## src/design/ext_enable_map.svh

```systemverilog
// register offsets, field positions, reset values and timing figures of the external enable sequencer
// assumes a single 250 MHz core clock and byte-wide register access from the serial control block
`ifndef EXT_ENABLE_MAP_SVH
`define EXT_ENABLE_MAP_SVH

// ****************************************
// register offsets
// ****************************************
`define EE_OFS_SLOT_ONE 8'h14
`define EE_OFS_SLOT_TWO 8'h15
`define EE_OFS_SOURCE 8'h16
`define EE_OFS_DELAY 8'h18
`define EE_OFS_STATUS 8'h1F

// ****************************************
// reset values
// ****************************************
`define EE_RST_SLOT 5'h07
`define EE_RST_SOURCE 2'h3
`define EE_RST_DELAY 8'h00

// ****************************************
// field positions
// ****************************************
`define EE_SRC_SEL_HI 7
`define EE_SRC_SEL_LO 6
`define EE_PG_SEL_HI 5
`define EE_PG_SEL_LO 3
`define EE_PIN_SEL_HI 2
`define EE_PIN_SEL_LO 1
`define EE_DLY_ONE_HI 7
`define EE_DLY_ONE_LO 4
`define EE_DLY_TWO_HI 3
`define EE_DLY_TWO_LO 0
`define EE_SLOT_MAX 5'h1F

// ****************************************
// timing
// ****************************************
`define EE_CLK_PERIOD_NS 4
`define EE_SLOT_STEP_US 250
`define EE_DELAY_STEP_US 250

`endif

```

## src/design/ext_enable_pkg.sv

```systemverilog
// types shared by the external enable sequencer files
// assumes ext_enable_map.svh for the numeric constants
package ext_enable_pkg;

  typedef enum logic [1:0] {
    SRC_POWER_GOOD = 2'h0,
    SRC_PIN = 2'h1,
    SRC_REGISTER = 2'h2,
    SRC_SLOT = 2'h3
  } source_type;

  typedef struct packed {
    source_type out_one_source_select;
    logic [2:0] out_one_powergood_select;
    logic [1:0] out_one_pin_select;
  } source_cfg_type;

  typedef enum logic [2:0] {
    ST_IDLE = 3'b001,
    ST_RUN = 3'b010,
    ST_HOLD = 3'b100
  } timer_state_type;

endpackage

```

## src/design/external_enable_sequencer.sv

```systemverilog
// external enable sequencer: two enable outputs, one raised by slot timer, power-good, pin or register, the other by slot timer only
// assumes register access strobes and power-good signals come from logic on ref_clk
`timescale 1ns/100ps
`default_nettype none
`include "ext_enable_map.svh"
module external_enable_sequencer
  import ext_enable_pkg::*;
#(
  parameter int SLOT_CYCLES = (`EE_SLOT_STEP_US * 1000 + `EE_CLK_PERIOD_NS - 1) / `EE_CLK_PERIOD_NS,
  parameter int DELAY_CYCLES = (`EE_DELAY_STEP_US * 1000 + `EE_CLK_PERIOD_NS - 1) / `EE_CLK_PERIOD_NS
) (
  // clock and reset
  input wire logic ref_clk,
  input wire logic rst_b,
  // register access
  input wire logic [7:0] reg_addr,
  input wire logic reg_wr,
  input wire logic reg_rd,
  input wire logic [7:0] reg_wdata,
  output logic [7:0] reg_rdata,
  // wake-up sequence and monitored signals
  input wire logic seq_run,
  input wire logic [7:0] power_good,
  input wire logic [3:0] gp_pin_in,
  // enable outputs
  output logic ext_enable_out_one,
  output logic ext_enable_out_two
);
  localparam int PW = (SLOT_CYCLES > 1) ? $clog2(SLOT_CYCLES) : 1;

  if (SLOT_CYCLES < 2) begin : g_chk
    $error("SLOT_CYCLES must be at least 2");
  end

  // ****************************************
  // registers
  // ****************************************
  logic [4:0] out_one_slot_r;
  logic [4:0] out_one_slot_nxt;
  logic [4:0] out_two_slot_r;
  logic [4:0] out_two_slot_nxt;
  source_cfg_type src_r;
  source_cfg_type src_nxt;
  logic [7:0] delay_r;
  logic [7:0] delay_nxt;
  logic gp_level_r;
  logic gp_level_nxt;
  logic [7:0] rdata_r;
  logic [7:0] rdata_nxt;
  logic [4:0] slot_count_r;

  always_comb begin
    out_one_slot_nxt = out_one_slot_r;
    out_two_slot_nxt = out_two_slot_r;
    src_nxt = src_r;
    delay_nxt = delay_r;
    gp_level_nxt = gp_level_r;
    rdata_nxt = rdata_r;
    if (reg_wr) begin
      if (reg_addr == `EE_OFS_SLOT_ONE) begin
        out_one_slot_nxt = reg_wdata[4:0];
      end else if (reg_addr == `EE_OFS_SLOT_TWO) begin
        out_two_slot_nxt = reg_wdata[4:0];
      end else if (reg_addr == `EE_OFS_SOURCE) begin
        src_nxt = reg_wdata[7:1];
      end else if (reg_addr == `EE_OFS_DELAY) begin
        delay_nxt = reg_wdata;
      end else if (reg_addr == `EE_OFS_STATUS) begin
        gp_level_nxt = reg_wdata[0];
      end
    end
    // read data is registered; unmapped offsets answer zero
    if (reg_rd) begin
      if (reg_addr == `EE_OFS_SLOT_ONE) begin
        rdata_nxt = {3'h0, out_one_slot_r};
      end else if (reg_addr == `EE_OFS_SLOT_TWO) begin
        rdata_nxt = {3'h0, out_two_slot_r};
      end else if (reg_addr == `EE_OFS_SOURCE) begin
        rdata_nxt = {src_r, 1'b0};
      end else if (reg_addr == `EE_OFS_DELAY) begin
        rdata_nxt = delay_r;
      end else if (reg_addr == `EE_OFS_STATUS) begin
        rdata_nxt = {slot_count_r, ext_enable_out_two, ext_enable_out_one, gp_level_r};
      end else begin
        rdata_nxt = 8'h00;
      end
    end
  end

  always_ff @(posedge ref_clk or negedge rst_b) begin
    if (!rst_b) begin
      out_one_slot_r <= `EE_RST_SLOT;
      out_two_slot_r <= `EE_RST_SLOT;
      src_r <= '{out_one_source_select: source_type'(`EE_RST_SOURCE), out_one_powergood_select: 3'h0,
                 out_one_pin_select: 2'h0};
      delay_r <= `EE_RST_DELAY;
      gp_level_r <= 1'b0;
      rdata_r <= 8'h00;
    end else begin
      out_one_slot_r <= out_one_slot_nxt;
      out_two_slot_r <= out_two_slot_nxt;
      src_r <= src_nxt;
      delay_r <= delay_nxt;
      gp_level_r <= gp_level_nxt;
      rdata_r <= rdata_nxt;
    end
  end

  assign reg_rdata = rdata_r;

  // ****************************************
  // pin synchroniser
  // ****************************************
  logic [3:0] pin_meta_r;
  logic [3:0] pin_sync_r;

  always_ff @(posedge ref_clk or negedge rst_b) begin
    if (!rst_b) begin
      pin_meta_r <= 4'h0;
      pin_sync_r <= 4'h0;
    end else begin
      pin_meta_r <= gp_pin_in;
      pin_sync_r <= pin_meta_r;
    end
  end

  // ****************************************
  // slot timer
  // ****************************************
  timer_state_type state_r;
  timer_state_type state_nxt;
  logic [PW-1:0] pre_r;
  logic [PW-1:0] pre_nxt;
  logic [4:0] slot_count_nxt;

  // dropping seq_run resets the timer so the next wake-up starts again at slot 1
  always_comb begin
    state_nxt = state_r;
    pre_nxt = pre_r;
    slot_count_nxt = slot_count_r;
    case (state_r)
      ST_IDLE: begin
        pre_nxt = '0;
        slot_count_nxt = 5'h00;
        if (seq_run) begin
          state_nxt = ST_RUN;
        end
      end
      ST_RUN: begin
        if (!seq_run) begin
          state_nxt = ST_IDLE;
        end else if (pre_r == PW'(SLOT_CYCLES - 1)) begin
          pre_nxt = '0;
          slot_count_nxt = slot_count_r + 5'h01;
          if (slot_count_r + 5'h01 == `EE_SLOT_MAX) begin
            state_nxt = ST_HOLD;
          end
        end else begin
          pre_nxt = pre_r + PW'(1);
        end
      end
      ST_HOLD: begin
        if (!seq_run) begin
          state_nxt = ST_IDLE;
        end
      end
      default: begin
        state_nxt = ST_IDLE;
      end
    endcase
  end

  always_ff @(posedge ref_clk or negedge rst_b) begin
    if (!rst_b) begin
      state_r <= ST_IDLE;
      pre_r <= '0;
      slot_count_r <= 5'h00;
    end else begin
      state_r <= state_nxt;
      pre_r <= pre_nxt;
      slot_count_r <= slot_count_nxt;
    end
  end

  // ****************************************
  // trigger selection and outputs
  // ****************************************
  logic slot_one_hit;
  logic slot_two_hit;
  logic trig_one;
  logic fire_one;
  logic fire_two;
  logic out_one_r;
  logic out_one_nxt;
  logic out_two_r;

  // slot n is reached once the count reaches n-1; a zero slot never fires
  assign slot_one_hit = (state_r != ST_IDLE) && (out_one_slot_r != 5'h00) &&
                        (slot_count_r >= out_one_slot_r - 5'h01);
  assign slot_two_hit = (state_r != ST_IDLE) && (out_two_slot_r != 5'h00) &&
                        (slot_count_r >= out_two_slot_r - 5'h01);

  always_comb begin
    trig_one = 1'b0;
    case (src_r.out_one_source_select)
      SRC_POWER_GOOD: trig_one = power_good[src_r.out_one_powergood_select];
      SRC_PIN: trig_one = pin_sync_r[src_r.out_one_pin_select];
      SRC_SLOT: trig_one = slot_one_hit;
      default: trig_one = 1'b0;
    endcase
    // register mode bypasses the delay channel
    out_one_nxt = (src_r.out_one_source_select == SRC_REGISTER) ? gp_level_r : fire_one;
  end

  rise_delay_channel #(.DELAY_CYCLES(DELAY_CYCLES)) u_chan_one (
    .ref_clk(ref_clk),
    .rst_b(rst_b),
    .trig(trig_one),
    .delay_steps(delay_r[`EE_DLY_ONE_HI:`EE_DLY_ONE_LO]),
    .fire(fire_one)
  );

  rise_delay_channel #(.DELAY_CYCLES(DELAY_CYCLES)) u_chan_two (
    .ref_clk(ref_clk),
    .rst_b(rst_b),
    .trig(slot_two_hit),
    .delay_steps(delay_r[`EE_DLY_TWO_HI:`EE_DLY_TWO_LO]),
    .fire(fire_two)
  );

  always_ff @(posedge ref_clk or negedge rst_b) begin
    if (!rst_b) begin
      out_one_r <= 1'b0;
      out_two_r <= 1'b0;
    end else begin
      out_one_r <= out_one_nxt;
      out_two_r <= fire_two;
    end
  end

  assign ext_enable_out_one = out_one_r;
  assign ext_enable_out_two = out_two_r;
endmodule
`default_nettype wire

```

## src/design/rise_delay_channel.sv

```systemverilog
// one enable channel: raises its output once the trigger has stood high for the programmed delay
// assumes the trigger is already in the ref_clk domain
`timescale 1ns/100ps
`default_nettype none
module rise_delay_channel #(
  parameter int DELAY_CYCLES = 62500
) (
  // clock and reset
  input wire logic ref_clk,
  input wire logic rst_b,
  // trigger and setting
  input wire logic trig,
  input wire logic [3:0] delay_steps,
  // result
  output logic fire
);
  localparam int PW = (DELAY_CYCLES > 1) ? $clog2(DELAY_CYCLES) : 1;

  if (DELAY_CYCLES < 2) begin : g_chk
    $error("DELAY_CYCLES must be at least 2");
  end

  logic [PW-1:0] pre_r;
  logic [PW-1:0] pre_nxt;
  logic [3:0] step_r;
  logic [3:0] step_nxt;
  logic fire_r;
  logic fire_nxt;

  // own prescaler so the delay starts exactly at the trigger, not at a shared tick
  always_comb begin
    pre_nxt = pre_r;
    step_nxt = step_r;
    fire_nxt = fire_r;
    if (!trig) begin
      pre_nxt = '0;
      step_nxt = 4'h0;
      fire_nxt = 1'b0;
    end else if (!fire_r) begin
      if (step_r >= delay_steps) begin
        fire_nxt = 1'b1;
      end else if (pre_r == PW'(DELAY_CYCLES - 1)) begin
        pre_nxt = '0;
        step_nxt = step_r + 4'h1;
      end else begin
        pre_nxt = pre_r + PW'(1);
      end
    end
  end

  always_ff @(posedge ref_clk or negedge rst_b) begin
    if (!rst_b) begin
      pre_r <= '0;
      step_r <= 4'h0;
      fire_r <= 1'b0;
    end else begin
      pre_r <= pre_nxt;
      step_r <= step_nxt;
      fire_r <= fire_nxt;
    end
  end

  assign fire = fire_r;
endmodule
`default_nettype wire

```

## config.mk

```make
export PLATFORM = sky130hd
export DESIGN_NAME = external_enable_sequencer
export DESIGN_NICKNAME = d
export VERILOG_FILES = /design/src/design/ext_enable_pkg.sv /design/src/design/external_enable_sequencer.sv /design/src/design/rise_delay_channel.sv
export VERILOG_INCLUDE_DIRS = /design/src /design/src/design
export SDC_FILE = /design/constraint.sdc
export NUM_CORES = 1
export LEC_CHECK = 0
export BUFFER_PORTS_ARGS = -buffer_cell sky130_fd_sc_hd__buf_2
export CORE_MARGIN = 2
export CORE_UTILIZATION = 56
export CTS_BUF_LIST = sky130_fd_sc_hd__clkbuf_2
export DETAILED_ROUTE_END_ITERATION = 8
export GPL_ROUTABILITY_DRIVEN = 0
export PLACE_DENSITY_LB_ADDON = 0.12
export SYNTH_ARGS = -nofsm -noshare
export SYNTH_HDL_FRONTEND = slang
export SYNTH_HIERARCHICAL = 1
export SYNTH_SLANG_ARGS = --single-unit
```

## constraint.sdc

```tcl
create_clock -name ref_clk -period 5.2 [get_ports ref_clk]
set_input_delay 0.26 -clock ref_clk [delete_from_list [all_inputs] [get_ports ref_clk]]
set_output_delay 0.26 -clock ref_clk [all_outputs]
set_load 0.005 [all_outputs]
```

* Yosys cells after proc, flatten, opt, wreduce, memory -nomap -nowiden
Cells that the tools add are included.
Cells by class: order comparisons 6, bitwise gates (word level) 4, reduce and logical (&&, ||, !) cells 20, add/sub/neg operators 8, muxes and demuxes 45, equal/unequal tests 28
Operator list (number):
- $mux W16 | 10
- $add A16 B1 Y16 const B | 3
- $eq A16 B16 Y1 const B | 3
- $eq A8 B5 Y1 const B | 5
- $mux W8 | 5
- $mux W4 | 8
- $pmux W16 S2 | 1
- $ne A2 B2 Y1 const B | 10
- $mux W3 | 5
- $reduce_and A3 Y1 | 4
- $ge A5 B5 Y1 | 2
- $mux W5 | 2
- $pmux W5 S2 | 1
- $reduce_bool A5 Y1 | 2
- $sub A5 B1 Y5 const B | 2
- $mux W1 | 9
- $pmux W3 S3 | 1
- $add A4 B1 Y4 const B | 2
- $ge A4 B4 Y1 | 2
- $reduce_and A2 Y1 | 4
- $reduce_and A4 Y1 | 2
- $ne A3 B3 Y1 const B | 2
- $reduce_and A6 Y1 | 1
- $add A5 B1 Y5 const B | 1
- other kinds (17) | 24
Storage, ports and cells: word-level logic and storage cells 132, bits in registers 110, input port bits 33

* Depth between registers and ports, before layout
Gate-level depths: netlist (run 1).
word-level depth 6, mapped depth 14, depth with buffers taken out 13

* By module
Netlist (run 1), hierarchy kept.
By module, submodules not included:
- external_enable_sequencer | area an instance 3781.1 µm², cells an instance 350, sequential area each 1712.9 µm², times used 1
- rise_delay_channel (u_chan_one) | area an instance 1327.5 µm², cells an instance 147, sequential area each 525.5 µm², times used 1
- rise_delay_channel (u_chan_two) | area an instance 1252.5 µm², cells an instance 140, sequential area each 525.5 µm², times used 1

* Worst setup path after synthesis (run 1)
Ideal clock, no wire load.
kind register to register, start register out_one_slot_r[0], end register u_chan_one.pre_r[7], setup time 83 ps, required time 5117 ps, path buffers 1, period minus slack after synthesis 3639 ps, data arrival time 3556 ps, cell stages (with the launch flop) 14, path slack 1561 ps, cell sequence dfstp_2 -> inv_1 -> ha_1 -> nand2b_1 -> nor2_1 -> xnor2_1 -> ha_1 -> o2111ai_1 -> and4b_1 -> a2111oi_0 -> inv_1 -> clkbuf_8 -> or3_2 -> o22ai_1
On the way: cells in the longest elaborated chain, start to end 6
RTL lines:
- start, declared | RTL line external_enable_sequencer.sv:38 | logic [4:0] out_one_slot_r;
- start signal, assigned | RTL line external_enable_sequencer.sv:92 | out_one_slot_r <= `EE_RST_SLOT;
- start signal, assigned | RTL line external_enable_sequencer.sv:100 | out_one_slot_r <= out_one_slot_nxt;
- $sub A5 B1 Y5 or $reduce_bool A5 Y1 (tied branches) | RTL line external_enable_sequencer.sv:199, external_enable_sequencer.sv:198
- $ge A5 B5 Y1 or $logic_and A1 B1 Y1 (tied branches) | RTL line external_enable_sequencer.sv:199, external_enable_sequencer.sv:198
- $logic_and A1 B1 Y1 (*) | RTL line external_enable_sequencer.sv:198 | assign slot_one_hit = (state_r != ST_IDLE) && (out_one_slot_r != 5'h00) &&
- $pmux W1 S3 (*) | RTL line external_enable_sequencer.sv:205 | case (src_r.out_one_source_select)
- via trig_one | RTL line external_enable_sequencer.sv:190 | logic trig_one;
- $ne A2 B2 Y1 (no line)
- $reduce_and A2 Y1 (no line)
- end signal, assigned | RTL line rise_delay_channel.sv:57 | pre_r <= pre_nxt;
- end, declared | RTL line rise_delay_channel.sv:23 | logic [PW-1:0] pre_r;
The timed path passes the listed nets; every way through them passes the cells marked *. A chain may end at the register's enable or synchronous reset.

* Worst setup path in the final report (run 1)
start register out_one_slot_r[0], end register u_chan_one.pre_r[11]
The elaborated chain is that of the path after synthesis.

==> results.md, run 1 <==
* Mean Syn Cell Area at 9.99 um2
* Measured slew at the worst slew-check pin at 0.743 ns
* Vias in the first global route at 5,043
* DRT Pass-1 Iters at 7
* Setup TNS Final at 0 ns
* Max Freq at 258 MHz
* Final nets at 752
* Setup Skew at 0.0462 ns
* Status: complete, no violations
* Synthesis Warnings at 6
* Critical path peak fanout at 12
* Slew Limit Fails at 0
* Post-synth EDFFs at 0
* TritonCTS clock tree: yes
* CP arrival at 4.46 ns
* Grt total ovfl at 0
* Port Buffer Count at 42
* Seq/Total Area, Yosys at 0.435
* Fraction of layout cells with a size suffix above 1 at 0.181
* Multi-input gate area at 3380 um2
* Post-synthesis cell type count at 87
* First-pass GRT wire length at 24,500 um
* Commonest non-fill, non-tap cell in the layout: dfrtp_1
* WP depth at 14
* CORE AREA at 11,000 um2
* RSZ-0062 raised after global routing: no
* DRC at 0
* Fill cell count at 903
* Ports at 43
* Die W at 111 um
* Antenna viol nets, final at 0
* Via count at 5,177
* Initial cell density of the core at 0.579
* Seq cells post-synth at 110
* CP startpoint kind: flip-flop
* Max Cap Viol at 0
* # diodes at 0
* Placed cell area at 6660 um2
* Grt met3 use at 0.0554
* Post-cts gate resize count at 0
* Final period util at 0.746
* Required @ worst endpoint at 5.78 ns
* Drt via density at 6.19
* Kind of critical path: flip-flop to flip-flop
* DR WL/cell at 17.2 um
* Fin Hold WS at 0.133 ns
* Routed WL at 14,400 um
* Post-synth ARST share at 1.00
* Met1 Track Usage GR at 0.343
* CP cell instances: inv_1 > ha_1 > nand2b_1 > nor2_1 > xnor2_1 > ha_1 > o2111ai_1 > and4b_1 > a2111oi_1 > buf_4 > inv_1 > a41oi_2 > and2_1 > a221o_1
* Post-Syn Nets at 697
* Leakage at 3.07 nW
* Largest net degree at the start of global routing at 61
* Clock root cell: clkbuf_2
* Critical path buffers and inverters at 3
* VDD IR max at 288 uV
* Clock buffer count from CTS at 9
* Largest stage delay, worst path at 0.61 ns
* Most frequent cells in the layout: dfrtp_1 (101), nand2_1 (56), o21ai_0 (48), buf_2 (41), nor2_1 (37)
* Initial antenna violation count at 0
* PwrDens at 234 nW/um2
* Post-CTS Setup Bufs at 0
* DR iter-0 viols at 389
* Total GRT Usage at 0.245
* Slew margin rel. at 0.505
* Post-Syn Instances at 637
* Cell area after synthesis at 6360 um2
* Worst-case clock buffer depth at 2
* Hold path depth at 5
* Crit-path leading delay family: compound AO/OA/AOI/OAI gates
* Sequential Area at 2760 um2
* Die area at 12,200 um2
* Register-to-Register Path Depth at 14
* Crit path max-delay cell type: dfstp_2
* GR peak layer: met2
* Final hold viol count at 0
* Worst skew pair latency at 0.66 ns
* CTS Sinks at 110
* Area added between synthesis and finish at 9.44%
* Ys flop type: dfrtp_1
* Setup violators final at 0
* Tot Pwr at 1.63 mW
* Minimum clock period at 3.88 ns
* Crit. End Element: flip-flop
* Reg clk slew, reported paths at 0.33 ns
* Fin area at 6960 um2
* H-tree levels at 3
* Die H at 111 um
* Grt met2 use at 0.383
* Detailed placement HPWL at 10,300 um
* Hold Path Class: primary input to flip-flop
* Standard-cell rows at 38
[path summary, 6_finish.rpt]
kind                                    from                   end  slack [ns]
max in group asynchronous              rst_b  u_chan_one/pre_r[12]        3.91
min reg2reg                    pin_meta_r[3]         pin_sync_r[3]        0.39
max reg2reg                out_one_slot_r[0]  u_chan_one/pre_r[11]        1.32
max                        out_one_slot_r[0]  u_chan_one/pre_r[11]        1.32
min in group asynchronous              rst_b       slot_count_r[1]        0.15
min                              reg_addr[2]          reg_rdata[2]        0.13
[what timing repair did]
item | in CTS | in global routing
hold buffers | 20 | 0
hold endpoints to repair | 89 | 0
setup endpoints to repair | 0 | 0
[power breakdown]
part / total (mW) / switching, mW / internal, mW
logic: 0.325 / 0.211 / 0.114
registers: 0.934 / 0.0370 / 0.897
clock network: 0.370 / 0.302 / 0.0687
total: 1.63 / 0.550 / 1.08
[per-stage QoR]
| step | utilization | instances | worst slack, ns |
|---|---|---|---|
| after floorplan | - | 637 | 1.56 |
| after global routing | 0.634 | 837 | 1.10 |
| after CTS | 0.634 | 837 | 1.40 |
| final | 0.634 | 837 | 1.32 |
| after detailed placement | 0.606 | 801 | 1.49 |
| after global placement | 0.606 | 801 | 1.61 |
[Yosys cell counts (10+ instances only)]
master,instances,area share
nand3_1,30,0.024
nor3_1,12,0.0094
nand2b_1,10,0.0098
dfrtp_1,101,0.40
o21ai_0,48,0.038
inv_1,30,0.018
a21oi_1,23,0.018
nor2_1,37,0.022
ha_1,27,0.053
mux2_2,31,0.055
nand2_1,56,0.033
xnor2_1,14,0.019
or3_1,10,0.0098
and3_1,17,0.017
[layout make-up]
cell class	instances	share of cell area
inverters	31	0.0167
repair buffers	64	0.0615
clock buffers	9	0.00647
clock inverters	7	0.00809
multi-input cells	476	0.485
well taps	140	0.0252
flip-flops and latches	110	0.397
[registers in the layout, summed over array words and instances, names as in the netlist]
name,cells
delay_r,8
ext_enable_out_one,1
ext_enable_out_two,1
gp_level_r,1
out_one_slot_r,5
out_two_slot_r,5
pin_meta_r,4
pin_sync_r,4
pre_r,16
reg_rdata,8
slot_count_r,5
src_r,7
state_r,3
u_chan_one/fire,1
u_chan_one/pre_r,16
u_chan_one/step_r,4
u_chan_two/fire,1
u_chan_two/pre_r,16
u_chan_two/step_r,4
[cell families after synthesis]
| kind of cell | count (synthesis) | share of synthesized area |
|---|---|---|
| fa+ha+maj | 27 | 0.0531 |
| flops | 110 | 0.435 |
| compound gates | 139 | 0.146 |
| mux | 41 | 0.0765 |
| simple gates | 251 | 0.230 |
| buf+inv | 51 | 0.0348 |
| xor+xnor | 18 | 0.0248 |
[layer usage]
layer	wire, um	vias to the layer above
met2	6760	159
met4	266	0
li1	-	2462
met1	6650	2523
met5	0	-
met3	751	33
[tightest hold or removal path: stages]
cell,delay [ns]
buf_2,0.11
nand3b_1,0.10
a21boi_0,0.07
o21ai_0,0.16
o22ai_1,0.07
No activity file was read; power rests on OpenSTA's default activity.
==> inputs of run 2 (changes only) <==
==> constraint.sdc (replaced) <==
create_clock -name ref_clk -period 3.65 [get_ports ref_clk]
set_input_delay 0.1825 -clock ref_clk [delete_from_list [all_inputs] [get_ports ref_clk]]
set_output_delay 0.1825 -clock ref_clk [all_outputs]
set_load 0.005 [all_outputs]
==> run 2 against run 1 <==
Compared with the run above:
- utilization grew 0.67 points
- worst setup slack lost 1.1 ns
- die area is the same
- global-route usage grew 0.14 points
- via count shrank 0.12%
- fmax grew 12%
- sequential cell count is the same
- first-iteration DRC count grew 15%
- largest cell class unchanged
- routed wire length grew 1.7%
- final cell count grew 0.84%
==> results.md, run 2 (same netlist as run 1, synthesis figures left out) <==
* Antenna viol nets, final at 0
* First-pass GRT wire length at 24,700 um
* # diodes at 0
* Placed cell area at 6680 um2
* Max Cap Viol at 0
* Standard-cell rows at 38
* Commonest non-fill, non-tap cell in the layout: dfrtp_1
* Grt total ovfl at 0
* Worst reg2reg endpoint: u_chan_one/pre_r[11]
* CP arrival at 4.05 ns
* VDD IR max at 329 uV
* Clock root cell: clkbuf_2
* Leakage at 3.11 nW
* Pint at 1.56 mW
* PwrDens at 335 nW/um2
* Setup TNS Final at 0 ns
* Setup Skew at 0.0463 ns
* Slew margin rel. at 0.506
* Fill cell count at 891
* Initial cell density of the core at 0.579
* RSZ-0062 raised after global routing: no
* Worst-case clock buffer depth at 2
* Die area at 12,200 um2
* Vias in the first global route at 5,047
* Reg clk slew, reported paths at 0.33 ns
* Final nets at 759
* Reg2reg setup slack at 0.18 ns
* Routed WL at 14,700 um
* Required @ worst endpoint at 4.23 ns
* Slew Limit Fails at 0
* Setup violators final at 0
* Die W at 111 um
* Hold Path Class: primary input to asynchronous set/reset pin
* Fraction of layout cells with a size suffix above 1 at 0.185
* Multi-input gate area at 3380 um2
* Crit. Startpoint: out_one_slot_r[0]
* P_sw at 0.801 mW
* Largest net degree at the start of global routing at 59
* TritonCTS clock tree: yes
* Ports at 43
* Kind of critical path: flip-flop to flip-flop
* Worst skew pair latency at 0.65 ns
* Total GRT Usage at 0.246
* Final period util at 0.951
* DR iter-0 viols at 446
* Die H at 111 um
* Fin area at 7040 um2
* DRC at 0
* Clk network pwr share at 0.232
* H-tree levels at 3
* Drt via density at 6.13
* Sequential Area at 2760 um2
* Most frequent cells in the layout: dfrtp_1 (101), nand2_1 (56), o21ai_0 (48), buf_2 (41), nor2_1 (36)
* CTS Sinks at 110
* Clock buffer count from CTS at 9
* CP startpoint kind: flip-flop
* Status: complete, no violations
* Measured slew at the worst slew-check pin at 0.741 ns
* DRT Pass-1 Iters at 5
* CORE AREA at 11,000 um2
* Critical path peak fanout at 12
* Net Sw Frac at 0.340
* Gate power share at 0.203
* Via count at 5,171
* Detailed placement HPWL at 10,500 um
* Crit. End Element: flip-flop
* Minimum clock period at 3.47 ns
* DR WL/cell at 17.4 um
* Largest registers: pre_r: 16 flops, u_chan_one/pre_r: 16 flops, u_chan_two/pre_r: 16 flops
* Final hold viol count at 0
* Seq pwr share at 0.565
* Max Freq at 288 MHz
* Post-CTS Setup Bufs at 0
* Area added between synthesis and finish at 10.6%
* Register-to-Register Path Depth at 14
* Worst R2R Start: out_one_slot_r[0]
* Port Buffer Count at 42
* Initial antenna violation count at 0
run 2: layout make-up:
type / count / share of cell area
clock buffer: 9 / 0.00640
clock inverter: 7 / 0.00871
sequential: 110 / 0.393
inverter: 31 / 0.0165
multi-input combinational: 476 / 0.481
timing repair buffer: 71 / 0.0701
tap: 140 / 0.0249
run 2: worst max-delay path by stage:
stage	cells past startpoint	to	slack, ns
3_5_place_dp	13	u_chan_one/pre_r[4]	0.18
3_3_place_gp	13	u_chan_one/pre_r[0]	0.26
2_1_floorplan	13	u_chan_one/pre_r[7]	0.01
5_1_grt	14	u_chan_one/pre_r[15]	0.008
4_1_cts	13	u_chan_one/pre_r[4]	0.08
6_report	14	u_chan_one/pre_r[11]	0.18
run 2: power by group through the flow:
| stage | registers (mW) | clock network (mW) | logic [mW] |
|---|---|---|---|
| global route | 1.34 | 0.614 | 0.532 |
| floorplan | 1.33 | 0 | 0.339 |
| detailed placement | 1.35 | 0 | 0.455 |
| finish | 1.33 | 0.547 | 0.479 |
| global placement | 1.35 | 0 | 0.440 |
| CTS | 1.33 | 0.570 | 0.475 |
run 2: through the flow:
stage / utilization / instances / hold WS, ns / setup WS [ns] / total power, mW
3_5_place_dp: 0.608 / 803 / 0.288 / 0.178 / 1.80
6_report: 0.641 / 844 / 0.0606 / 0.180 / 2.36
2_1_floorplan: - / 637 / -0.113 / 0.0111 / 1.67
5_1_grt: 0.641 / 844 / 0.0346 / 0.00751 / 2.49
4_1_cts: 0.640 / 844 / 0.0132 / 0.0809 / 2.38
3_3_place_gp: 0.608 / 803 / 0.287 / 0.264 / 1.79
run 2: worst max-delay path, cell delays in order (launching register included):
cell       delay, ns
dfstp_2         0.61
inv_1           0.07
ha_1            0.22
nand2b_1        0.09
nor2_1          0.05
xnor2_1         0.13
ha_1            0.31
o2111ai_1       0.10
and4b_1         0.21
a2111oi_1       0.49
buf_4           0.24
inv_1           0.19
a41oi_2         0.23
and2_2          0.28
a221o_1         0.17
run 2: repair_timing:
item | 4_1_cts | 5_1_grt
hold buffers | 25 | 0
resized for setup | 0 | 2
endpoints found under the setup margin | 0 | 9
hold endpoints to repair | 97 | 0
run 2: routing by layer:
metal | vias up | GRT usage | share of wire
met3 | 22 | 0.0571 | 0.047
met4 | 0 | 0.0625 | 0.014
met5 | - | 0 | 0
met1 | 2523 | 0.335 | 0.46
li1 | 2483 | - | -
met2 | 143 | 0.399 | 0.48
==> inputs of run 3 (changes only) <==
--- a/config.mk
+++ b/config.mk
@@ -13,6 +13,7 @@
 export DETAILED_ROUTE_END_ITERATION = 8
 export GPL_ROUTABILITY_DRIVEN = 0
 export PLACE_DENSITY_LB_ADDON = 0.12
+export REMOVE_ABC_BUFFERS = 1
 export SYNTH_ARGS = -nofsm -noshare
 export SYNTH_HDL_FRONTEND = slang
 export SYNTH_HIERARCHICAL = 1
==> run 3 against run 2 <==
Compared with the run above:
- register-to-register slack better by 0.15 ns
- final cell count down 0.83%
- via count up 0.25%
- utilization down 0.48 points
- die area unchanged
- clock skew down 0.020 ns
- routed wire length down 0.70%
- cell area down 0.75%
- worst hold slack better by 0.025 ns
==> results.md, run 3 (same netlist as run 1, synthesis figures left out) <==
* Drt via density at 6.19
* Leakage at 3.09 nW
* Most frequent cells in the layout: dfrtp_1 (101), nand2_1 (56), o21ai_0 (48), buf_2 (41), nor2_1 (36)
* Worst R2R Start: out_one_slot_r[0]
* Die area at 12,200 um2
* CP startpoint kind: flip-flop
* Fraction of layout cells with a size suffix above 1 at 0.188
* Required @ worst endpoint at 4.25 ns
* Kind of critical path: flip-flop to flip-flop
* Hold path depth at 6
* Sequential Area at 2760 um2
* Standard-cell rows at 38
* Fin Hold WS at 0.0861 ns
* Vias in the first global route at 5,175
* CORE AREA at 11,000 um2
* Initial antenna violation count at 0
* Grt total ovfl at 0
* Grt met2 use at 0.400
* Port Buffer Count at 42
* GR peak layer: met2
* Largest net degree at the start of global routing at 91
* Reg2reg setup slack at 0.33 ns
* Final period util at 0.911
* DRC at 0
* Antenna viol nets, final at 0
* Fill cell count at 902
* Ports at 43
* Largest registers: pre_r: 16 flops, u_chan_one/pre_r: 16 flops, u_chan_two/pre_r: 16 flops
* Via count at 5,184
* # diodes at 0
* Hold Path Class: primary input to flip-flop
* RSZ-0062 raised after global routing: no
* Die H at 111 um
* Fin area at 6980 um2
* Multi-input gate area at 3390 um2
* DRT Pass-1 Iters at 5
* Worst skew pair latency at 0.64 ns
* CP arrival at 3.93 ns
* VDD IR max at 301 uV
* PnR worst setup slack at 0.326 ns
* Slew margin rel. at 0.249
* Worst-case clock buffer depth at 2
* Worst Min Path Start: reg_addr[7]
* Max Freq at 301 MHz
* Detailed placement HPWL at 10,400 um
* DR WL/cell at 17.4 um
* Worst reg2reg endpoint: u_chan_one/pre_r[15]
* Critical path peak fanout at 12
* Final nets at 752
* DR iter-0 viols at 281
* PwrDens at 339 nW/um2
* Final hold viol count at 0
* TritonCTS clock tree: yes
* Status: complete, no violations
* Clock root cell: clkbuf_2
* Area added between synthesis and finish at 9.78%
* Commonest non-fill, non-tap cell in the layout: dfrtp_1
* Measured slew at the worst slew-check pin at 1.13 ns
* Setup violators final at 0
* Crit. End Element: flip-flop
* CTS Sinks at 110
* Slew Limit Fails at 0
* Clock buffer count from CTS at 9
* Grt met3 use at 0.0642
* Register-to-Register Path Depth at 14
* Total GRT Usage at 0.249
* First-pass GRT wire length at 25,200 um
* Minimum clock period at 3.32 ns
* Reg clk slew, reported paths at 0.28 ns
* H-tree levels at 3
* Met1 Track Usage GR at 0.337
* Initial cell density of the core at 0.579
* Hold Path Sink: out_two_slot_r[0]
* Dpl ws at 0.175 ns
* Placed cell area at 6670 um2
* Setup Skew at 0.0258 ns
* Setup TNS Final at 0 ns
* Tot Pwr at 2.37 mW
* Die W at 111 um
* Routed WL at 14,600 um
* Max Cap Viol at 0
## run 3: stage by stage
step	cells	util
2_1_floorplan	617	-
3_3_place_gp	802	0.607
3_5_place_dp	802	0.607
4_1_cts	837	0.635
5_1_grt	837	0.636
6_report	837	0.636
## run 3: what timing repair did
action,in CTS,in global routing
hold endpoints to repair,121,0
setup buffers,0,0
resized for setup,0,4
hold buffers,19,0
endpoints found under the setup margin,0,10
## run 3: worst max-delay path: stages, from the launching register on
cell	delay (ns)
dfstp_2	0.61
inv_1	0.07
ha_1	0.23
nand2b_1	0.10
nor2_1	0.06
xnor2_1	0.13
ha_1	0.30
o2111ai_1	0.10
and4b_1	0.22
a2111oi_2	0.37
buf_4	0.22
inv_1	0.20
a41oi_2	0.23
and2_2	0.28
a221o_1	0.18
## run 3: power by group
part	switching, mW	leakage [nW]	internal (mW)
clock	0.402	0.0721	0.160
combinational	0.305	1.55	0.168
sequential	0.0536	1.47	1.28
## run 3: worst max path at each step
stage	startpoint	endpoint	slack (ns)	depth (start not counted)
2_1_floorplan	out_one_slot_r[0]	u_chan_one/pre_r[0]	-0.21	13
3_3_place_gp	out_one_slot_r[0]	u_chan_one/pre_r[0]	0.31	14
3_5_place_dp	out_one_slot_r[0]	u_chan_one/pre_r[15]	0.17	13
4_1_cts	out_one_slot_r[0]	u_chan_one/pre_r[15]	0.04	13
5_1_grt	out_one_slot_r[0]	u_chan_one/pre_r[13]	0.06	14
6_report	out_one_slot_r[0]	u_chan_one/pre_r[15]	0.33	14
## run 3: per-layer routing
metal,part of all wire,up-vias,wire [um]
met5,0,-,0
met4,0.018,0,265
met3,0.042,23,609
met2,0.48,132,6970
met1,0.46,2556,6730
li1,-,2473,-
## run 3: area by class of cell
class | count | share of cell area
well taps | 140 | 0.0251
clock inverters | 6 | 0.00878
flip-flops and latches | 110 | 0.396
multi-input cells | 476 | 0.486
inverters | 31 | 0.0167
clock buffers | 10 | 0.00717
repair buffers | 64 | 0.0609
